===== config.mk =====
export PLATFORM = sky130hd
export DESIGN_NAME = refclk_select_and_irq_summary
export DESIGN_NICKNAME = d
export VERILOG_FILES = /design/src/rtl/refclk_pkg.sv /design/src/rtl/refclk_select_and_irq_summary.sv
export SDC_FILE = /design/constraint.sdc
export NUM_CORES = 1
export LEC_CHECK = 0
export BUFFER_PORTS_ARGS = -buffer_cell sky130_fd_sc_hd__buf_4
export CORE_ASPECT_RATIO = 1.25
export CORE_MARGIN = 4
export CORE_UTILIZATION = 45
export CTS_CLUSTER_SIZE = 16
export DETAILED_ROUTE_END_ITERATION = 10
export PLACE_DENSITY = 0.94
export SKIP_LAST_GASP = 1
export SLEW_MARGIN = 20
export SYNTH_ARGS = -nofsm -noshare
export SYNTH_HDL_FRONTEND = slang
export SYNTH_SLANG_ARGS = --single-unit

===== constraint.sdc =====
create_clock -name CLOCK -period 3 [get_ports CLOCK]
set_input_delay 0.6 -clock CLOCK [delete_from_list [all_inputs] [get_ports CLOCK]]
set_output_delay 0.6 -clock CLOCK [all_outputs]
set_load 0.005 [all_outputs]

===== src/rtl/refclk_pkg.sv =====
// Package: register map, field layout and reset values of the reference clock and summary block
`default_nettype none
package refclk_pkg;
   localparam int          ADDR_W            = 12;
   localparam int          NUM_CHAN          = 17;
   localparam int          STATUS_W          = 8;
   localparam logic [11:0] OFS_SUMMARY_LOW   = 12'h2c0;
   localparam logic [11:0] OFS_SUMMARY_HIGH  = 12'h300;
   localparam logic [11:0] OFS_REF_CONTROL   = 12'h020;
   localparam int          POS_REF_ENABLE    = 6;
   localparam int          POS_RATE_SELECT   = 5;
   localparam int          POS_SOURCE_LSB    = 0;
   localparam int          SOURCE_W          = 5;
   localparam logic        RST_REF_ENABLE    = 1'b1;
   localparam logic        RST_RATE_SELECT   = 1'b0;
   localparam logic [4:0]  RST_SOURCE        = 5'h01;
   localparam logic [7:0]  RST_SUMMARY       = 8'h00;
   localparam int          LOW_FIRST_CHAN    = 1;
   localparam int          HIGH_FIRST_CHAN   = 9;

   typedef struct packed {
      logic       ref_out_enable;
      logic       aux_clock_rate_select;
      logic [4:0] ref_source_select;
   } ref_control_t;
endpackage : refclk_pkg
`default_nettype wire


===== src/rtl/refclk_select_and_irq_summary.sv =====
// Reference clock select, aux clock rate bit and per-channel interrupt summary with Wishbone slave
// Behaviour
// - Enable bit 0 leaves reference output undriven, output enable low.
// - Enable bit 1 drives selected clock on the pin; enable resets to 1.
// - Rate bit 0 means T1 on aux clock input, 1 means E1; resets 0.
// - Five-bit source code picks channel recovered clock, binary; resets to 00001.
// - Low summary register bit 7..0 shows channels 8..1.
// - High summary register bit 7..0 shows channels 16..9.
// - Summary bit reads 1 while channel has a pending interrupt, else 0.
//
// Local design decision: the Wishbone interface to the registers.
`default_nettype none
module refclk_select_and_irq_summary #(
   parameter int STATUS_W = refclk_pkg::STATUS_W
) (
   input  wire logic                                    CLOCK,
   input  wire logic                                    SYS_RST,
   input  wire logic [refclk_pkg::ADDR_W-1:0]           WB_ADR_I,
   input  wire logic [31:0]                             WB_DAT_I,
   input  wire logic [3:0]                              WB_SEL_I,
   input  wire logic                                    WB_WE_I,
   input  wire logic                                    WB_CYC_I,
   input  wire logic                                    WB_STB_I,
   output logic      [31:0]                             WB_DAT_O,
   output logic                                         WB_ACK_O,
   input  wire logic [refclk_pkg::NUM_CHAN-1:0]         RECOVERED_CLOCKS,
   input  wire logic [refclk_pkg::NUM_CHAN*STATUS_W-1:0] CHAN_IRQ_STATUS,
   output logic                                         REFERENCE_CLOCK_OUTPUT_O,
   output logic                                         REFERENCE_CLOCK_OUTPUT_OE,
   output logic                                         AUX_CLOCK_RATE_SELECT
);
   refclk_pkg::ref_control_t ctrl_reg;
   logic [7:0]               summary_low_reg;
   logic [7:0]               summary_high_reg;
   logic [refclk_pkg::NUM_CHAN-1:0] clk_s1_reg;
   logic [refclk_pkg::NUM_CHAN-1:0] clk_s2_reg;
   logic [refclk_pkg::NUM_CHAN-1:0] clk_s3_reg;
   logic [refclk_pkg::NUM_CHAN-1:0] clk_stable_reg;
   logic [refclk_pkg::NUM_CHAN-1:0] pending;
   logic                     access;
   logic                     selected;
   logic [31:0]              read_next;

   assign access = WB_CYC_I && WB_STB_I && !WB_ACK_O;

   // Three-stage sampling; change accepted once stages two and three agree
   always_ff @(posedge CLOCK) begin
      if (SYS_RST) begin
         clk_s1_reg     <= '0;
         clk_s2_reg     <= '0;
         clk_s3_reg     <= '0;
         clk_stable_reg <= '0;
      end else begin
         clk_s1_reg <= RECOVERED_CLOCKS;
         clk_s2_reg <= clk_s1_reg;
         clk_s3_reg <= clk_s2_reg;
         for (int i = 0; i < refclk_pkg::NUM_CHAN; i++) begin
            if (clk_s2_reg[i] == clk_s3_reg[i]) begin
               clk_stable_reg[i] <= clk_s3_reg[i];
            end
         end
      end
   end

   // Per-channel OR of status bits
   for (genvar ch = 0; ch < refclk_pkg::NUM_CHAN; ch++) begin : g_pending
      assign pending[ch] = |CHAN_IRQ_STATUS[ch*STATUS_W +: STATUS_W];
   end

   // Registered every cycle so a cleared source drops its bit without a write
   always_ff @(posedge CLOCK) begin
      if (SYS_RST) begin
         summary_low_reg  <= refclk_pkg::RST_SUMMARY;
         summary_high_reg <= refclk_pkg::RST_SUMMARY;
      end else begin
         summary_low_reg  <= pending[refclk_pkg::LOW_FIRST_CHAN +: 8];
         summary_high_reg <= pending[refclk_pkg::HIGH_FIRST_CHAN +: 8];
      end
   end

   // Control register writes, lane 0 only
   always_ff @(posedge CLOCK) begin
      if (SYS_RST) begin
         ctrl_reg.ref_out_enable        <= refclk_pkg::RST_REF_ENABLE;
         ctrl_reg.aux_clock_rate_select <= refclk_pkg::RST_RATE_SELECT;
         ctrl_reg.ref_source_select     <= refclk_pkg::RST_SOURCE;
      end else if (access && WB_WE_I && WB_SEL_I[0] && WB_ADR_I == refclk_pkg::OFS_REF_CONTROL) begin
         ctrl_reg.ref_out_enable        <= WB_DAT_I[refclk_pkg::POS_REF_ENABLE];
         ctrl_reg.aux_clock_rate_select <= WB_DAT_I[refclk_pkg::POS_RATE_SELECT];
         ctrl_reg.ref_source_select     <= WB_DAT_I[refclk_pkg::POS_SOURCE_LSB +: refclk_pkg::SOURCE_W];
      end
   end

   // Summary registers ignore writes; their content follows the sources
   always_comb begin
      read_next = 32'h0000_0000;
      unique case (WB_ADR_I)
         refclk_pkg::OFS_REF_CONTROL:  read_next[7:0] = {1'b0, ctrl_reg};
         refclk_pkg::OFS_SUMMARY_LOW:  read_next[7:0] = summary_low_reg;
         refclk_pkg::OFS_SUMMARY_HIGH: read_next[7:0] = summary_high_reg;
         default:                      read_next = 32'h0000_0000;
      endcase
   end

   always_ff @(posedge CLOCK) begin
      if (SYS_RST) begin
         WB_ACK_O <= 1'b0;
         WB_DAT_O <= 32'h0000_0000;
      end else begin
         WB_ACK_O <= access;
         if (access) begin
            WB_DAT_O <= read_next;
         end
      end
   end

   // Codes above the last channel select nothing and drive low
   always_comb begin
      selected = 1'b0;
      if (ctrl_reg.ref_source_select < 5'(refclk_pkg::NUM_CHAN)) begin
         selected = clk_stable_reg[ctrl_reg.ref_source_select];
      end
   end

   // Clock is resampled at 25 MHz, so only slow line clocks pass cleanly
   always_ff @(posedge CLOCK) begin
      if (SYS_RST) begin
         REFERENCE_CLOCK_OUTPUT_O  <= 1'b0;
         REFERENCE_CLOCK_OUTPUT_OE <= 1'b0;
         AUX_CLOCK_RATE_SELECT     <= refclk_pkg::RST_RATE_SELECT;
      end else begin
         REFERENCE_CLOCK_OUTPUT_OE <= ctrl_reg.ref_out_enable;
         REFERENCE_CLOCK_OUTPUT_O  <= ctrl_reg.ref_out_enable ? selected : 1'b0;
         AUX_CLOCK_RATE_SELECT     <= ctrl_reg.aux_clock_rate_select;
      end
   end
endmodule : refclk_select_and_irq_summary
`default_nettype wire


== Yosys cells after proc, flatten, opt, wreduce, memory -nomap -nowiden ==
Cells that the tools add are included.

* Bitwise gates (word level): 2
* Magnitude comparators: 2
* Equality and inequality tests: 20
* Mux-type cells: 3
* Reduce and logical (&&, ||, !) cells: 23

{| class="wikitable"
|+ Operators with widths
! operator !! count
|-
| 8-bit OR reduction || 16
|-
| 12-bit by 10-bit == test with 1-bit output (second input constant) || 2
|-
| 8-bit case mux with 3 select lines || 1
|-
| 1-bit == test || 17
|-
| 12-bit by 6-bit == test with 1-bit output (second input constant) || 1
|-
| 5-bit by 6-bit less-than comparator with 1-bit output (second input constant) || 1
|-
| 1-bit binary-select mux with 5-bit select || 1
|-
| 1-bit logical AND || 5
|-
| 5-bit less-than comparator (second input constant) || 1
|-
| 3-bit OR reduction || 1
|-
| 1-bit inverter || 2
|-
| 1-bit zero test || 1
|-
| 1-bit two-way mux || 1
|}

* Register bits: 103
* Output and inout bits: 36
* Word-level logic and storage cells: 80

== Longest topological paths before layout ==
* Depth after elaboration: 5
* Depth in mapped cells: 6
* Depth with buffers taken out: 4

== Least setup slack after synthesis ==
Ideal clock, no wire load.

* Path kind: in2reg
* From: in WB_ADR_I[3] in the netlist's numbering
* To: reg WB_DAT_O[6]
* Path buffers: 1
* Arrival: 2.023 ns
* Setup slack: 0.898 ns
* Stages: 5
* Required time: 2.921 ns
* Cells stage by stage: or4_4 buf_6 nor4_4 o21ai_2 a22oi_1

* Longest elaborated chain between the ends: 2

{| class="wikitable"
|+ Ends and longest elaborated chain
! item !! line !! source
|-
| start, declared || refclk_select_and_irq_summary.sv:18 || <nowiki>input wire logic [refclk_pkg::ADDR_W-1:0] WB_ADR_I,</nowiki>
|-
| 12-bit by 10-bit == test with 1-bit output or 12-bit by 6-bit == test with 1-bit output (tied branches) || refclk_select_and_irq_summary.sv:97 || <nowiki>unique case (WB_ADR_I)</nowiki>
|-
| 8-bit case mux with 3 select lines * || refclk_select_and_irq_summary.sv:97 ||
|-
| end signal, assigned || refclk_select_and_irq_summary.sv:112 || <nowiki>WB_DAT_O <= read_next;</nowiki>
|-
| end, declared || refclk_select_and_irq_summary.sv:24 || <nowiki>output logic [31:0] WB_DAT_O,</nowiki>
|}

Mark *: on every way between the ends. The rest lies on a longest branch, timed or not.
A chain may end at the register's enable or synchronous reset.

== Final worst setup path ==
* From: in WB_ADR_I[3] in the netlist's numbering
* To: reg WB_DAT_O[5]

Same word-level chain as after synthesis.

==> metrics.yaml <==
logic_synthesis:
  synth-edff-count: 0
  synth_area_per_cell_um2: 9.75
  ys_async_sr_fraction: 0
  synth_top_area_share: 0.541
  synth_common_cells: "103 x dfxtp_1, 53 x nor2b_1, 39 x a21oi_1, 32 x nor4_1, 28 x nand2_1"
  yosys_register_bits: 103
  synth_top_flop_cell: "dfxtp_1"
  mappedNetlistArea_um2: 3810
  synth_warnings: 0
  ys_seq_area_frac: 0.541
  synth_area_leader_cell: "dfxtp_1"
  yosysUniqueCellTypes: 38
  synthTopCellsByArea: "dfxtp_1 54%, nor2b_1 8.7%, nor4_1 5.3%"
  syn-instance-count: 391
  synth_most_common_cell: "dfxtp_1"
flow_run:
  drv_cap: 0
grt:
  grt-ovfl-total: 0
  grt_pass1_vias: 3393
  grt_pass1_wl_um: 15600
  antenna_found_initial: 0
  grt_max_degree: 70
  grt.total_usage: 0.193
timing:
  slew_headroom: 0.434
  worst_slew_pin_slew_ns: 0.846
  finalHoldViolations: 0
  fmax_mhz: 494
  rsz0062_at_grt: "no"
  maxSlewViolCount: 0
  skew_ns: 0.0103
  min_period_ns: 2.02
  setup_ws_ns: 0.975
  finalSetupViolations: 0
  setup_tns_ns: 0
  fin_crit_sh: 0.675
die:
  rows: 37
  ioPinCount: 242
  core_um2: 8240
  die_area_um2: 10000
  die_x_um: 90.3
  fp.dieH_um: 111
  initial_utilization: 0.462
cts:
  cts_setup_buffers: 0
  path_clk_slew_ns: 0.09
  clk_latency_ns: 0.35
  cts.repair.resized: 0
  cts_sinks: 103
  h-tree-depth: 3
  hold_buffers: 0
  cts_root_buffer: "clkbuf_8"
  numCtsBuffers: 9
  cts_max_path_buffers: 2
  cts_tree: "yes"
cells_and_area:
  final_core_util: 0.650
  antenna_cells: 0
  fillCellCount: 638
  final_nets: 776
  layout-drive-gt1-share: 0.362
  area_growth_pct: 40.5
routing:
  drtIter0Drc: 93
  wl_per_cell_um: 14.8
  viasPerCell: 5.02
  drt-total-wl_um: 9940
  drtAntennaViolNets: 0
  drc: 0
  via_count: 3374
  dr.pass1.iters: 4
pwr:
  power_density_nw_per_um2: 473
  leakage_nw: 2.24
  ir_drop_mv: 0.354
setup_path:
  start_kind: "input port"
  end_kind: "flop"
  crit_type: "input port to flop"
  cp_max_fo: 8
  cp.required_ns: 3.27
  crit_arrival_ns: 2.29
place:
  dpl.hpwl_um: 7920
  port_buffers: 181
  place_ws_ns: 0.584
  gp_congestion: 0.860
outcome:
  run_status: "completed"
hold_path:
  hold_class: "flop to flop"
-- critical path, stage by stage --
cell and delay (ns):
buf_4 0.11, or4_4 0.59, nor4_4 0.57, o21ai_2 0.22
a22oi_1 0.21
-- cells by family after synthesis --
group                  Yosys count  share of synthesized area
DFF                            103                      0.541
and+or+nand+nor                147                      0.228
AOI/OAI and AO/OA               91                      0.140
buffers and inverters           43                     0.0683
muxes                            6                     0.0223
other                            1                   0.000984
-- layout make-up --
cell class	count	area, µm²	area share
Timing Repair Buffer	184	1380	0.258
Multi-Input combinational cell	268	1580	0.294
Tap cell	97	121	0.0227
Sequential cell	103	2060	0.385
Inverter	4	15.0	0.00280
Clock buffer	9	124	0.0231
Clock inverter	7	76.3	0.0143
-- worst paths after layout --
check | from | end | slack (ns) | cells after the start
max | WB_ADR_I[3] | WB_DAT_O[5] | 0.98 | 5
min reg2reg | clk_s1_reg[0] | clk_s2_reg[0] | 0.44 | 1
max reg2reg | WB_ACK_O | WB_DAT_O[5] | 1.27 | 4
min | clk_s1_reg[0] | clk_s2_reg[0] | 0.44 | 1
-- stage by stage --
step | total power [mW] | std cells | hold WS [ns] | cell area, µm²
after floorplan | 1.54 | 414 | 0.414 | 3900
after CTS | 2.56 | 672 | 0.428 | 5360
final | 2.53 | 672 | 0.440 | 5360
after global routing | 2.65 | 672 | 0.435 | 5360
after detailed placement | 1.71 | 656 | 0.420 | 5150
after global placement | 1.70 | 656 | 0.417 | 5150
-- layout by cell type (no fill, tap or decap), types with 2 or more instances in the layout --
cell type / Yosys / routed
a211o_1: 2 / 2
a21oi_1: 39 / 39
a22oi_1: 23 / 23
and3_1: 3 / 3
buf_4: 24 / 184
clkbuf_8: 0 / 9
clkinvlp_4: 0 / 2
conb_1: 1 / 24
dfxtp_1: 103 / 103
inv_1: 4 / 4
inv_6: 0 / 3
mux2i_1: 4 / 4
mux4_2: 2 / 2
nand2_1: 28 / 28
nand2b_1: 2 / 2
nand3_1: 8 / 8
nor2_1: 4 / 4
nor2b_1: 53 / 53
nor3_1: 5 / 5
nor4_1: 32 / 32
o21ai_0: 20 / 20
o21ai_1: 3 / 3
or3_1: 2 / 2
-- power breakdown --
group          internal, mW  leakage, nW  switching (mW)
logic                 0.168         1.30          0.0856
clock network         0.393       0.0966           0.467
registers              1.41        0.845          0.0142
-- metal layers --
metal / vias up / GRT usage / wire length [µm]
li1: 1706 / - / -
met1: 1501 / 0.208 / 3760
met2: 150 / 0.329 / 4990
met3: 17 / 0.0801 / 1000
met4: 0 / 0.0827 / 189
met5: - / 0 / 0
No activity file was read; power rests on OpenSTA's default activity.
